<file path="config.mk">
export PLATFORM = sky130hd
export DESIGN_NAME = fiao_overlay
export DESIGN_NICKNAME = d
export VERILOG_FILES = /design/src/hdl/fiao_pkg.sv /design/src/hdl/fiao_info_rom.sv /design/src/hdl/fiao_overlay.sv
export SDC_FILE = /design/constraint.sdc
export NUM_CORES = 1
export LEC_CHECK = 0
export BUFFER_PORTS_ARGS = -buffer_cell sky130_fd_sc_hd__buf_4
export CAP_MARGIN = 10
export CELL_PAD_IN_SITES_DETAIL_PLACEMENT = 1
export CELL_PAD_IN_SITES_GLOBAL_PLACEMENT = 2
export CORE_MARGIN = 2
export CORE_UTILIZATION = 17
export CTS_CLUSTER_SIZE = 16
export DETAILED_ROUTE_END_ITERATION = 8
export PLACE_DENSITY_LB_ADDON = 0.3
export SLEW_MARGIN = 20
export SYNTH_ARGS = -nofsm -noshare
export SYNTH_HDL_FRONTEND = slang
export SYNTH_SLANG_ARGS = --single-unit
</file>
<file path="constraint.sdc">
create_clock -name clk_sys -period 2.4 [get_ports clk_sys]
set_clock_uncertainty 0.1 [all_clocks]
set_input_delay 0.72 -clock clk_sys [delete_from_list [all_inputs] [get_ports clk_sys]]
set_output_delay 0.72 -clock clk_sys [all_outputs]
set_load 0.005 [all_outputs]
</file>
<file path="src/hdl/fiao_pkg.sv">
`default_nettype none
package fiao_pkg;
   localparam int unsigned ADDR_W = 16;
   localparam int unsigned DATA_W = 8;
   localparam int unsigned RF_ADDR_W = 12;
   localparam logic [ADDR_W-1:0] INFO_BASE = 16'hFE00;
   localparam logic [ADDR_W-1:0] INFO_LAST = 16'hFF7F;
   localparam int unsigned INFO_BYTES = 128;
   localparam int unsigned INFO_IDX_W = 7;
   localparam logic [INFO_IDX_W-1:0] PART_FIRST = 7'h40;
   localparam int unsigned PART_LEN = 20;
   localparam int unsigned INFO_EN_BIT = 7;
   localparam logic [DATA_W-1:0] BLANK_BYTE = 8'hFF;
   localparam logic [DATA_W-1:0] ZERO_BYTE = 8'h00;
   localparam int unsigned FLASH_BYTES = 8192;
   localparam logic [RF_ADDR_W-1:0] CTRL_BASE = 12'hF00;
endpackage
`default_nettype wire

</file>
<file path="src/hdl/fiao_info_rom.sv">
`default_nettype none
module fiao_info_rom
   import fiao_pkg::*;
#(
   parameter logic [8*PART_LEN-1:0] PART_TEXT = "PART-0000           "
) (
   // Lookup
   input wire logic [INFO_IDX_W-1:0] idx,
   output logic [DATA_W-1:0] data
);
   logic [DATA_W-1:0] mem [INFO_BYTES];
   logic [INFO_IDX_W-1:0] off;
   logic [DATA_W-1:0] ch;

   always_comb begin
      off = idx - PART_FIRST;
      ch = PART_TEXT[8*(PART_LEN-1-int'(off)) +: 8];
   end

   // ----------------------------------------
   // Area contents
   // ----------------------------------------
   genvar g;
   generate
      for (g = 0; g < INFO_BYTES; g++) begin : g_rom
         assign mem[g] = BLANK_BYTE;
      end
   endgenerate

   always_comb begin
      data = mem[idx];
      if (idx >= PART_FIRST &&
          idx < PART_FIRST + INFO_IDX_W'(PART_LEN)) begin
         // Spaces in the text pad as FF
         data = (ch == 8'h20) ? BLANK_BYTE : ch;
      end
   end
endmodule
`default_nettype wire

</file>
<file path="src/hdl/fiao_overlay.sv">
`default_nettype none
module fiao_overlay
   import fiao_pkg::*;
#(
   parameter int unsigned FLASH_SIZE = FLASH_BYTES,
   parameter logic [RF_ADDR_W-1:0] IMPL_MASK_BASE = 12'hF70,
   parameter logic [RF_ADDR_W-1:0] IMPL_MASK_LAST = 12'hF7F,
   parameter bit HAS_PERIPH = 1'b1
) (
   // Clock and reset
   input wire logic clk_sys,
   input wire logic rst_n,
   input wire logic clk_en,
   // Page select register write
   input wire logic ps_wr,
   input wire logic [DATA_W-1:0] ps_wdata,
   // Program memory request
   input wire logic pm_rd,
   input wire logic pm_wr,
   input wire logic [ADDR_W-1:0] pm_addr,
   input wire logic [DATA_W-1:0] main_rdata,
   // Data memory request
   input wire logic dm_rd,
   input wire logic dm_wr,
   // Register file probe
   input wire logic rf_rd,
   input wire logic [RF_ADDR_W-1:0] rf_addr,
   // Answers
   output logic [DATA_W-1:0] pm_rdata,
   output logic pm_rvalid,
   output logic main_wr_en,
   output logic info_en,
   output logic dm_ack,
   output logic rf_reserved
);

   // ----------------------------------------
   // Internal signals
   // ----------------------------------------
   logic [DATA_W-1:0] info_byte;
   logic in_win;
   logic beyond;
   logic overlay_hit;
   logic ps_take;
   logic rd_take;
   logic wr_take;
   logic dm_take;
   logic rf_take;
   logic next_info_en;
   logic [DATA_W-1:0] next_pm_rdata;
   logic next_pm_rvalid;
   logic next_main_wr_en;
   logic next_dm_ack;
   logic next_rf_reserved;

   // ----------------------------------------
   // Decode helpers
   // ----------------------------------------
   function automatic logic in_window(input logic [ADDR_W-1:0] a);
      in_window = (a >= INFO_BASE) &&
         (a <= INFO_LAST);
   endfunction

   function automatic logic past_flash(input logic [ADDR_W-1:0] a);
      past_flash = 32'(a) >= FLASH_SIZE;
   endfunction

   function automatic logic absent_reg(input logic [RF_ADDR_W-1:0] a);
      absent_reg = !HAS_PERIPH &&
         (a >= CTRL_BASE) &&
         (a >= IMPL_MASK_BASE) &&
         (a <= IMPL_MASK_LAST);
   endfunction

   // ----------------------------------------
   // Information area
   // ----------------------------------------
   // Low address bits index the area
   fiao_info_rom u_rom (
      .idx(pm_addr[INFO_IDX_W-1:0]),
      .data(info_byte)
   );

   // ----------------------------------------
   // Request qualification
   // ----------------------------------------
   always_comb begin
      ps_take = clk_en && ps_wr;
      rd_take = clk_en && pm_rd;
      wr_take = clk_en && pm_wr;
      dm_take = clk_en && (dm_rd || dm_wr);
      rf_take = clk_en && rf_rd;
   end

   // ----------------------------------------
   // Address decode
   // ----------------------------------------
   always_comb begin
      in_win = in_window(pm_addr);
      beyond = past_flash(pm_addr);
      overlay_hit = info_en && in_win;
   end

   // ----------------------------------------
   // Enable bit
   // ----------------------------------------
   always_comb begin
      next_info_en = info_en;
      if (ps_take) begin
         next_info_en = ps_wdata[INFO_EN_BIT];
      end
   end

   always_ff @(posedge clk_sys) begin
      if (!rst_n) begin
         info_en <= 1'b0;
      end else begin
         info_en <= next_info_en;
      end
   end

   // ----------------------------------------
   // Read data
   // ----------------------------------------
   always_comb begin
      next_pm_rdata = pm_rdata;
      if (rd_take) begin
         if (overlay_hit) begin
            next_pm_rdata = info_byte;
         end else if (beyond) begin
            next_pm_rdata = BLANK_BYTE;
         end else begin
            next_pm_rdata = main_rdata;
         end
      end
   end

   always_ff @(posedge clk_sys) begin
      if (!rst_n) begin
         pm_rdata <= ZERO_BYTE;
      end else begin
         pm_rdata <= next_pm_rdata;
      end
   end

   // ----------------------------------------
   // Read valid
   // ----------------------------------------
   always_comb begin
      next_pm_rvalid = pm_rvalid;
      if (clk_en) begin
         next_pm_rvalid = rd_take;
      end
   end

   always_ff @(posedge clk_sys) begin
      if (!rst_n) begin
         pm_rvalid <= 1'b0;
      end else begin
         pm_rvalid <= next_pm_rvalid;
      end
   end

   // ----------------------------------------
   // Write gate
   // ----------------------------------------
   always_comb begin
      next_main_wr_en = main_wr_en;
      if (clk_en) begin
         next_main_wr_en = wr_take && !beyond && !overlay_hit;
      end
   end

   always_ff @(posedge clk_sys) begin
      if (!rst_n) begin
         main_wr_en <= 1'b0;
      end else begin
         main_wr_en <= next_main_wr_en;
      end
   end

   // ----------------------------------------
   // Data space
   // ----------------------------------------
   always_comb begin
      next_dm_ack = dm_ack;
      if (clk_en) begin
         next_dm_ack = dm_take;
      end
   end

   always_ff @(posedge clk_sys) begin
      if (!rst_n) begin
         dm_ack <= 1'b0;
      end else begin
         dm_ack <= next_dm_ack;
      end
   end

   // ----------------------------------------
   // Reserved registers
   // ----------------------------------------
   always_comb begin
      next_rf_reserved = rf_reserved;
      if (clk_en) begin
         next_rf_reserved = rf_take && absent_reg(rf_addr);
      end
   end

   always_ff @(posedge clk_sys) begin
      if (!rst_n) begin
         rf_reserved <= 1'b0;
      end else begin
         rf_reserved <= next_rf_reserved;
      end
   end
endmodule
`default_nettype wire

</file>
# [Word level (Yosys, flattened, before mapping)]
# Memory sizes are Yosys's and may differ from the RTL's.
# Cells that the tools add are included.
[classes] addsub=2 n_mul=0 div=0 magnitude_cmp=6 n_eq_ne=1 n_shift=1 mux=6 bitwise=1 reduce_logical=12
[op_table] operator="$shiftx 160x33->8 const A" n=1
[op_table] operator="$mux 8" n=6
[op_table] operator="$ge 16x14->1 const B" n=1
[op_table] operator="$ge 16x16->1 const B" n=1
[op_table] operator="$le 16x16->1 const B" n=1
[op_table] operator="$logic_and 1x1->1" n=9
[op_table] operator="$eq 8x6->1 const B" n=1
[op_table] operator="$ge 8x8->1 const B" n=1
[op_table] operator="$not 7->8" n=1
[op_table] operator="$sub 5x7->8 const A" n=1
[op_table] operator="$ge 7x7->1 const B" n=1
[op_table] operator="$lt 7x7->1 const B" n=1
[op_table] operator="$sub 7x7->7 const B" n=1
[op_table] operator="$logic_not 1->1" n=2
[op_table] operator="$logic_or 1x1->1" n=1
[totals] register_bits=12 latch_bits=0 ramBits=0 romBits=1024 input_bits=53 out_inout_bits=13 word_cells=35 mem_count=1
[mem_list] memory="(name not given)" depth=128 word_bits=8 read_ports=1 rd_clocked_by_memory_dff=0 wr=0 line="fiao_info_rom.sv:31" text="data = mem[idx];"

# [Depth between registers and ports, before layout]
# Gate-level depths: netlist of the first run.
[logic_depth] word_depth=7 depth_mapped=7 mapped_depth_nobuf=7

# [Hierarchy]
# A second synthesis of the first run with hierarchy kept.
[unflattened] cells_unflattened=128 hier_area_um2=989.7
[by_module_without_submodules] mod="fiao_overlay" instances=1 cells_each=69 area_per_inst_um2=621.8 seq_area_each_um2=240.2
[by_module_without_submodules] mod="fiao_info_rom" instances=1 cells_each=59 area_per_inst_um2=367.9 seq_area_each_um2=0.0

# [Worst setup path after synthesis of the first run]
# No wires, ideal clock.
[synth_path] path_kind="input -> register" startpoint="input port pm_addr[2]" endpoint="register pm_rdata[3]" setup_time_ps=79 arrival_time_ps=2110 required_ps=2221 slack_ps=110 stages=7 path_buffers=0 cell_sequence="inv_1 ha_1 or4b_4 o2bb2ai_2 a21oi_2 o22ai_2 a211oi_2"
[synth_between] elab_chain_len=7 elab_cells_between_ends=20 classes_between="add/sub (2); order compare (5); eq/ne (1); shift (1); mux (6); bitwise (1); reduce/logical (3); memory (1)"
[synth_lines] item="from (decl)" line="fiao_overlay.sv:20" text="input wire logic [ADDR_W-1:0] pm_addr,"
[synth_lines] item="$sub 7x7->7" line="fiao_info_rom.sv:16" text="off = idx - PART_FIRST;"
[synth_lines] item="$sub 5x7->8" line="fiao_info_rom.sv:17" text="ch = PART_TEXT[8*(PART_LEN-1-int'(off)) +: 8];"
[synth_lines] item="$shiftx 160x33->8" line="fiao_info_rom.sv:17"
[synth_lines] item="$eq 8x6->1" line="fiao_info_rom.sv:35" text="data = (ch == 8'h20) ? BLANK_BYTE : ch;"
[synth_lines] item="$mux 8" line="fiao_info_rom.sv:35"
[synth_lines] item="$mux 8" line="fiao_info_rom.sv:32" text="if (idx >= PART_FIRST &&"
[synth_lines] item="$mux 8 (*)" line="fiao_overlay.sv:128" text="if (overlay_hit) begin"
[synth_lines] item="to (signal assigned)" line="fiao_overlay.sv:142" text="pm_rdata <= next_pm_rdata;"
[synth_lines] item="to (decl)" line="fiao_overlay.sv:29" text="output logic [DATA_W-1:0] pm_rdata,"
# Mark *: on every way between the ends. The rest lies on a longest branch, timed or not. The select of a mux whose other input is x is not followed.
# A chain may end at the register's enable or synchronous reset.

# [Worst setup path after layout of the first run]
[layout_path] startpoint="input port pm_addr[2]" endpoint="register pm_rdata[6]"
# The elaborated chain is that of the path after synthesis.

==> impl_metrics.tcl, run 1 <==
set metrics [dict create \
    rows 25 \
    antenna_found_initial 0 \
    grt_pass1_vias 1093 \
    period_share_pct 93.2 \
    drt_iter0_drc 48 \
    gp_congestion 0.731 \
    path_max_fanout 6 \
    grt_first_pass_wirelength_mm 5.06 \
    max_freq_mhz 447 \
    track_usage_pct 11.8 \
    clock_latency_ns 0.24 \
    slowest_delay_ns 0.53 \
    cts_resized 0 \
    async_flop_share_pct 0 \
    total_power_uw 619 \
    cts_tree "yes" \
    vdd_drop_max_v 0.000135 \
    critPathBufInv 2 \
    worstSetupEndpointType "flop" \
    reg2regPathDepth 6 \
    clkPwrFrac_pct 37.2 \
    viasPerCell 4.61 \
    yosysWarnings 0 \
    synth_edf_count 0 \
    synth_ff_type "dfxtp_1" \
    io_buffers 44 \
    wl_mm 3.13 \
    cts_buffer_depth 2 \
    leakagePower_uw 0.000581 \
    cp_data_arrival_time_ns 2.31 \
    min_path_type "reg2reg" \
    cap_violations 0 \
    avgSynthCellArea_um2 7.62 \
    synth_cells 110 \
    p_sw_share_pct 27.4 \
    cts.sinks 12 \
    hold_violations 0 \
    yosysTopAreaCell "dfxtp_1" \
    num_antenna_cells 0 \
    layout_common_cells "buf_4 (55), dfxtp_1 (12), nand2_1 (11)" \
    multi_input_area_um2 561 \
    nets 221 \
    required_ns 2.47 \
    slew_viol_final 0 \
    vias 1074 \
    areaGrowthSynthToFinish_pct 64.0 \
    start_util_pct 17.6 \
    seqCellArea_um2 240 \
    final_common_cell "buf_4" \
    fin_cells 233 \
    cpLargestDelayFamily "compound AO/OA/AOI/OAI gates" \
    die_area_um2 5510 \
    crit_path_start_kind "primary input" \
    ys_ff_latch 12 \
    grt_overflow_total 0 \
    fin_tns_setup_ns 0 \
    ys_seq_area_share_pct 28.7 \
    die_w_um 74.2 \
    power_density_nw_per_um2 450 \
    coreArea_um2 4750 \
    status "complete, no violations" \
    layout-drive-gt1-share_pct 41.0 \
    synthesis.nets 164 \
    die_y_um 74.2 \
    ys_types 40 \
    hold_depth 2 \
    pin_count 66 \
    synth_top_area_share_pct 28.7 \
    p_sw_uw 169 \
    drtPass1Iterations 4 \
    clk_pin_slew_ns 0.06 \
    cts_setup_buffers 0 \
    drc 0 \
    path_class "in2reg" \
    ctsHoldBuffers 0 \
    worstPathCellList "buf_4, inv_1, ha_1, or4b_4, o2bb2ai_2, a21oi_2, o22ai_2, a211oi_2" \
    wl_per_cell_um 13.4 \
    p_comb_share_pct 27.3 \
    htreeDepth 1 \
    ant_nets 0 \
    grt_max_degree 12 \
    place.detailed.hpwl_mm 2.53 \
    rsz0062_at_grt "false" \
    cts_root_buffer "clkbuf_8" \
    cts_buffers 3 \
    netlist_top_cells_area "dfxtp_1 (29%), o21ai_0 (6.0%), nand2_1 (4.9%), a21oi_1 (4.8%), nor2_1 (3.6%)" \
    internal-power_uw 449 \
    setup_violations 0 \
    path_depth 8 \
    placed_cells 229 \
    syn_area_um2 838 \
    seqPwrFrac_pct 35.6 \
    crit_path_top_delay_cell "or4b_4" \
    fillers 604 \
    min_period_ns 2.24 \
]
[synthesized netlist by cell type, types with 2 or more instances]
cell and instances:
a22oi_1 2, nor3b_1 2, nand3_1 3, nor3_1 5, or3_1 3, dfxtp_1 12
clkbuf_1 2, xnor2_1 2, nor4b_1 2, inv_1 6, o21ai_0 10, nand2_1 11
nor2_1 8, a21oi_1 8, and2b_2 2, a31oi_1 3, a211oi_2 2, a32oi_1 2
nand4_1 3, o22ai_1 2
[sequential cells by signal (all words and copies together) (netlist names)]
name / cells
dm_ack: 1
info_en: 1
main_wr_en: 1
pm_rdata: 8
pm_rvalid: 1
[worst min-delay path, cell delays in order (launching register included)]
cell and delay, ns:
dfxtp_1 0.31, nand3_1 0.06, o21ai_1 0.05
[layer usage]
metal | up-vias | wire length [µm] | track usage (%) | part of all wire [%]
li1 | 525 | - | - | -
met1 | 501 | 1450 | 15.3 | 46
met2 | 42 | 1450 | 20.0 | 46
met3 | 6 | 194 | 2.30 | 6.2
met4 | 0 | 38 | 2.98 | 1.2
met5 | - | 0 | 0 | 0
[final cells by class]
type                    count  share of cell area, %
repair buffers             55                   30.0
clock buffers               4                   4.00
flip-flops and latches     12                   17.5
inverters                   6                   1.64
well taps                  67                   6.10
multi-input cells          89                   40.8
[metrics by stage]
step                instance area (µm²)  hold slack [ns]  util [%]  setup slack, ns
floorplan                           838            0.353         -            0.110
CTS                                1380            0.369      28.9            0.156
finish                             1380            0.360      28.9            0.163
global placement                   1320            0.345      27.8          -0.0886
global route                       1380            0.398      28.9           0.0614
detailed placement                 1320            0.361      27.8           -0.106
[power groups by stage]
stage | registers (µW) | clock network [µW] | logic (µW)
after floorplan | 224 | 0 | 69.7
after global placement | 224 | 0 | 166
after detailed placement | 224 | 0 | 170
after CTS | 220 | 237 | 170
after global routing | 221 | 243 | 188
final | 220 | 230 | 169
[path summary, 6_finish.rpt]
check | from | endpoint | slack (ns)
hold / removal | pm_rdata[7] | pm_rdata[7] | 0.36
hold reg to reg | pm_rdata[7] | pm_rdata[7] | 0.36
setup reg to reg | info_en | pm_rdata[0] | 0.52
setup / recovery | pm_addr[2] | pm_rdata[6] | 0.16
[cells by family (layout without fill, tap and decap cells)]
logic type	count (synthesis)	count (layout)	share of synthesized area, %
muxes	1	1	1.19
and+or+nand+nor	45	45	29.4
DFF	12	12	28.7
other	1	1	0.447
AOI/OAI and AO/OA	39	39	32.2
buffers and inverters	9	65	4.48
adders and majority gates	1	1	1.49
xor gates and xnor gates	2	2	2.09
(Power assumes the default switching activity.)
==> run 2, diff against run 1 <==
--- a/config.mk
+++ b/config.mk
@@ -9,6 +9,7 @@
 export CAP_MARGIN = 10
 export CELL_PAD_IN_SITES_DETAIL_PLACEMENT = 1
 export CELL_PAD_IN_SITES_GLOBAL_PLACEMENT = 2
+export CORE_ASPECT_RATIO = 1.4
 export CORE_MARGIN = 2
 export CORE_UTILIZATION = 17
 export CTS_CLUSTER_SIZE = 16
==> constraint.sdc (replaced) <==
create_clock -name clk_sys -period 2 [get_ports clk_sys]
set_clock_uncertainty 0.1 [all_clocks]
set_input_delay 0.6 -clock clk_sys [delete_from_list [all_inputs] [get_ports clk_sys]]
set_output_delay 0.6 -clock clk_sys [all_outputs]
set_load 0.005 [all_outputs]
==> run 2 against run 1 <==
  * Routed wire length rose by 3.2%
  * Combinational power rose by 40%
  * Clock power rose by 20%
  * Register-to-register slack got worse by 0.31 ns
  * First-iteration DRC count fell by 73%
  * Die area rose by 0.15%
  * Largest power group unchanged
==> impl_metrics.tcl, run 2 (synthesized netlist as in run 1, its figures left out) <==
set metrics [dict create \
    status "complete, no violations" \
    seqCellArea_um2 240 \
    max_freq_mhz 506 \
    slowest_delay_ns 0.56 \
    total_power_uw 777 \
    crit_path_end "pm_rdata[6]" \
    crit_path_top_delay_cell "or4b_4" \
    seqPwrFrac_pct 34.1 \
    vdd_drop_max_v 0.000168 \
    final_common_cell "buf_4" \
    reg2regPathDepth 6 \
    path_class "in2reg" \
    cap_violations 0 \
    layout_common_cells "buf_4 (60), dfxtp_1 (12), nand2_1 (11)" \
    slew_viol_final 0 \
    period_share_pct 98.8 \
    p_sw_share_pct 27.6 \
    fin_hold_ws_ns 0.366 \
    rows 30 \
    start_util_pct 17.4 \
    drc 0 \
    cts_tree "yes" \
    cts_root_buffer "clkbuf_8" \
    multi_input_area_um2 613 \
    fillers 623 \
    critPathBufInv 2 \
    power_density_nw_per_um2 519 \
    largest_reg_flops 8 \
    grt_pass1_vias 1181 \
    worstReg2RegStart "info_en" \
    pin_count 66 \
    clock_latency_ns 0.25 \
    clk_pin_slew_ns 0.06 \
    setup_violations 0 \
    clkPwrFrac_pct 35.5 \
    hold_violations 0 \
    htreeDepth 1 \
    grt_first_pass_wirelength_mm 5.22 \
    viasPerCell 4.65 \
    cpLargestDelayFamily "compound AO/OA/AOI/OAI gates" \
    reg2reg_slack_ns 0.21 \
    rr_endpoint "pm_rdata[2]" \
    layout-drive-gt1-share_pct 46.2 \
    io_buffers 44 \
    rsz0062_at_grt "true" \
    cp_data_arrival_time_ns 2.05 \
    vias 1102 \
    worstSetupEndpointType "flop" \
    min_period_ns 1.98 \
    min_path_type "reg2reg" \
    ctsHoldBuffers 0 \
    regMostFlops "pm_rdata" \
    grt_max_degree 10 \
    internal-power_uw 562 \
    finish.utilization_pct 31.1 \
    cts_buffers 3 \
    drtPass1Iterations 2 \
    track_usage_pct 12.0 \
    place.detailed.hpwl_mm 2.65 \
    die_y_um 87.1 \
    cts_buffer_depth 2 \
    required_ns 2.07 \
    leakagePower_uw 0.000625 \
    gp_congestion 0.812 \
    p_sw_uw 215 \
    die_area_um2 5520 \
    cts.sinks 12 \
    antenna_found_initial 0 \
    die_w_um 63.4 \
    critPathLaunch "pm_addr[2]" \
    wl_per_cell_um 13.6 \
    worstPathCellList "buf_8, inv_4, ha_4, or4b_4, o2bb2ai_4, a21oi_4, o22ai_4, a211oi_2" \
    ant_nets 0 \
    p_comb_share_pct 30.4 \
    path_depth 8 \
    path_max_fanout 6 \
    crit_path_start_kind "primary input" \
    areaGrowthSynthToFinish_pct 78.5 \
    grt_overflow_total 0 \
    coreArea_um2 4800 \
    drt_iter0_drc 13 \
    num_antenna_cells 0 \
    wl_mm 3.23 \
    nets 228 \
]
-- run 2: worst min-delay path, stage by stage, from the launching register on --
cell and delay, ns:
dfxtp_1 0.31, nand3_1 0.06, o21ai_1 0.05
-- run 2: layout make-up --
class	count	area share (%)
multi-input cells	89	41.0
repair buffers	62	32.1
flip-flops and latches	12	16.1
well taps	64	5.35
clock buffers	4	3.68
inverters	6	1.84
-- run 2: layer usage --
| layer | part of all wire [%] | track usage (%) | wire [µm] | vias to the layer above |
|---|---|---|---|---|
| li1 | - | - | - | 540 |
| met1 | 36 | 11.8 | 1160 | 535 |
| met2 | 59 | 24.4 | 1890 | 21 |
| met3 | 3.2 | 1.29 | 104 | 6 |
| met4 | 2.2 | 5.93 | 72 | 0 |
| met5 | 0 | 0 | 0 | - |
-- run 2: worst min-delay path by stage --
| stage | to | depth (start not counted) | start |
|---|---|---|---|
| after detailed placement | pm_rdata[7] | 2 | pm_rdata[7] |
| after CTS | pm_rdata[7] | 2 | pm_rdata[7] |
| after global placement | pm_rdata[7] | 2 | pm_rdata[7] |
| after global routing | pm_rdata[5] | 2 | pm_rdata[5] |
| final | pm_rdata[7] | 2 | pm_rdata[7] |
| after floorplan | pm_rdata[5] | 2 | pm_rdata[5] |
-- run 2: stage by stage --
step	setup TNS (ns)	cell area, µm²	std cells	worst slack (ns)
after floorplan	-0.404	851	110	-0.0937
after global placement	-1.54	1370	231	-0.253
after detailed placement	-1.77	1370	231	-0.278
after CTS	0	1440	236	0.00233
after global routing	-0.0697	1500	237	-0.0288
final	0	1500	237	0.0236
-- run 2: repair_timing --
item / 4_1_cts / 5_1_grt
endpoints found under the setup margin: 3 / 7
resized for setup: 5 / 8
pin swaps: 1 / 6
setup buffers: 1 / 1
-- run 2: power by group through the flow --
| stage | clock (µW) | sequential (µW) | combinational [µW] |
|---|---|---|---|
| 3_3_place_gp | 0 | 269 | 212 |
| 5_1_grt | 297 | 266 | 261 |
| 6_report | 276 | 265 | 236 |
| 4_1_cts | 284 | 265 | 226 |
| 2_1_floorplan | 0 | 268 | 87.9 |
| 3_5_place_dp | 0 | 270 | 219 |
==> run 3, diff against run 2 <==
==> constraint.sdc (replaced) <==
create_clock -name clk_sys -period 1.6 [get_ports clk_sys]
set_clock_uncertainty 0.1 [all_clocks]
set_input_delay 0.48 -clock clk_sys [delete_from_list [all_inputs] [get_ports clk_sys]]
set_output_delay 0.48 -clock clk_sys [all_outputs]
set_load 0.005 [all_outputs]
==> run 3 against run 2 <==
  * Critical path depth stayed put
  * Clock power is 21% higher
  * Worst hold slack better by 0.0022 ns
  * Critical path type unchanged
  * Sequential share of layout area is 0.44 points lower
  * Sequential power is 25% higher
  * Routed wire length is 0.34% lower
  * Largest power group unchanged
  * The flow now finishes with violations (setup timing)
==> impl_metrics.tcl, run 3 (synthesized netlist as in run 1, its figures left out) <==
set metrics [dict create \
    io_buffers 44 \
    worstPathCellList "buf_8, inv_4, ha_4, or4b_4, o2bb2ai_2, a21oi_2, o22ai_4, o22ai_1" \
    start_util_pct 17.4 \
    pin_count 66 \
    grt_max_degree 9 \
    areaGrowthSynthToFinish_pct 83.6 \
    status "finished with violations" \
    clk_pin_slew_ns 0.06 \
    cap_violations 0 \
    track_usage_pct 11.4 \
    layout_common_cells "buf_4 (66), dfxtp_1 (12), o21ai_0 (10), nand2_1 (10), nor2_1 (8)" \
    antenna_found_initial 0 \
    grt_first_pass_wirelength_mm 5.14 \
    rows 30 \
    vias 1096 \
    die_y_um 87.1 \
    slowest_delay_ns 0.51 \
    max_freq_mhz 547 \
    placed_cells 237 \
    grt_overflow_total 0 \
    drtPass1Iterations 2 \
    htreeDepth 1 \
    drt_iter0_drc 13 \
    place.detailed.hpwl_mm 2.70 \
    fin_hold_ws_ns 0.368 \
    regMostFlops "pm_rdata" \
    cp_data_arrival_time_ns 1.89 \
    grt_pass1_vias 1127 \
    fin_ws_ns -0.229 \
    period_share_pct 114 \
    setup_violations 7 \
    largest_reg_flops 8 \
    path_class "in2reg" \
    cts.sinks 12 \
    die_w_um 63.4 \
    viasPerCell 4.51 \
    cts_root_buffer "clkbuf_8" \
    preCtsSetupSlack_ns -0.551 \
    power_density_nw_per_um2 626 \
    coreArea_um2 4800 \
    wl_per_cell_um 13.2 \
    seqCellArea_um2 240 \
    fillers 621 \
    worstSetupEndpointType "flop" \
    crit_path_top_delay_cell "or4b_4" \
    vdd_drop_max_v 0.000226 \
    path_max_fanout 6 \
    rsz0062_at_grt "true" \
    slew_viol_final 0 \
    violations "setup timing" \
    cts_buffers 3 \
    num_antenna_cells 0 \
    clock_latency_ns 0.24 \
    cts_buffer_depth 2 \
    required_ns 1.66 \
    die_area_um2 5520 \
    nets 234 \
    final_common_cell "buf_4" \
    gp_congestion 0.821 \
    cts_tree "yes" \
    leakagePower_uw 0.000650 \
    fin_cells 243 \
    hold_violations 0 \
    min_period_ns 1.83 \
    layout-drive-gt1-share_pct 50.8 \
    drc 0 \
    min_path_type "reg2reg" \
    wl_mm 3.22 \
    multi_input_area_um2 611 \
    ant_nets 0 \
    crit_path_start_kind "primary input" \
]
run 3: worst paths after layout:
check,startpoint,to,slack [ns],depth (start not counted)
worst max-delay path,pm_addr[2],pm_rdata[1],-0.23,8
worst min-delay path,pm_rdata[5],pm_rdata[5],0.37,2
worst max register to register,info_en,pm_rdata[1],0.03,6
worst min register to register,pm_rdata[5],pm_rdata[5],0.37,2
run 3: routing by layer:
| layer | share of wire, % | vias up | GRT usage [%] |
|---|---|---|---|
| met4 | 2.5 | 0 | 4.94 |
| met1 | 37 | 519 | 11.3 |
| met3 | 3.1 | 6 | 0.906 |
| met2 | 58 | 21 | 23.6 |
| met5 | 0 | - | 0 |
| li1 | - | 550 | - |
run 3: timing repair:
| item | in CTS | in global routing |
|---|---|---|
| hold buffers | 0 | 0 |
| resized for setup | 16 | 1 |
| pin swaps | 6 | 2 |
| setup endpoints to repair | 8 | 8 |
| buffers inserted | 2 | 0 |
run 3: critical path, delay by kind of cell:
kind | cells | cell delay [ns]
fa+ha+maj | 1 | 0.15
simple gates | 1 | 0.51
buf+inv | 2 | 0.11
compound gates | 4 | 0.64
run 3: final cells by class:
| type | count | area share, % |
|---|---|---|
| timing repair buffer | 68 | 34.1 |
| inverter | 6 | 1.79 |
| multi-input combinational | 89 | 39.7 |
| sequential | 12 | 15.6 |
| tap | 64 | 5.20 |
| clock buffer | 4 | 3.58 |
run 3: report_power, final:
part | internal, µW | switching [µW] | leakage [µW]
Clock | 217 | 118 | 0.0000288
Combinational | 170 | 129 | 0.000523
Sequential | 318 | 12.3 | 0.0000990
run 3: metrics by stage:
step	util, %	area, µm²	setup TNS [ns]	total power [µW]
after floorplan	-	851	-2.46	445
after global placement	29.4	1410	-3.68	613
after detailed placement	29.4	1410	-4.04	619
after CTS	31.9	1530	-1.39	976
after global routing	32.0	1540	-1.83	1020
final	32.0	1540	-1.42	964
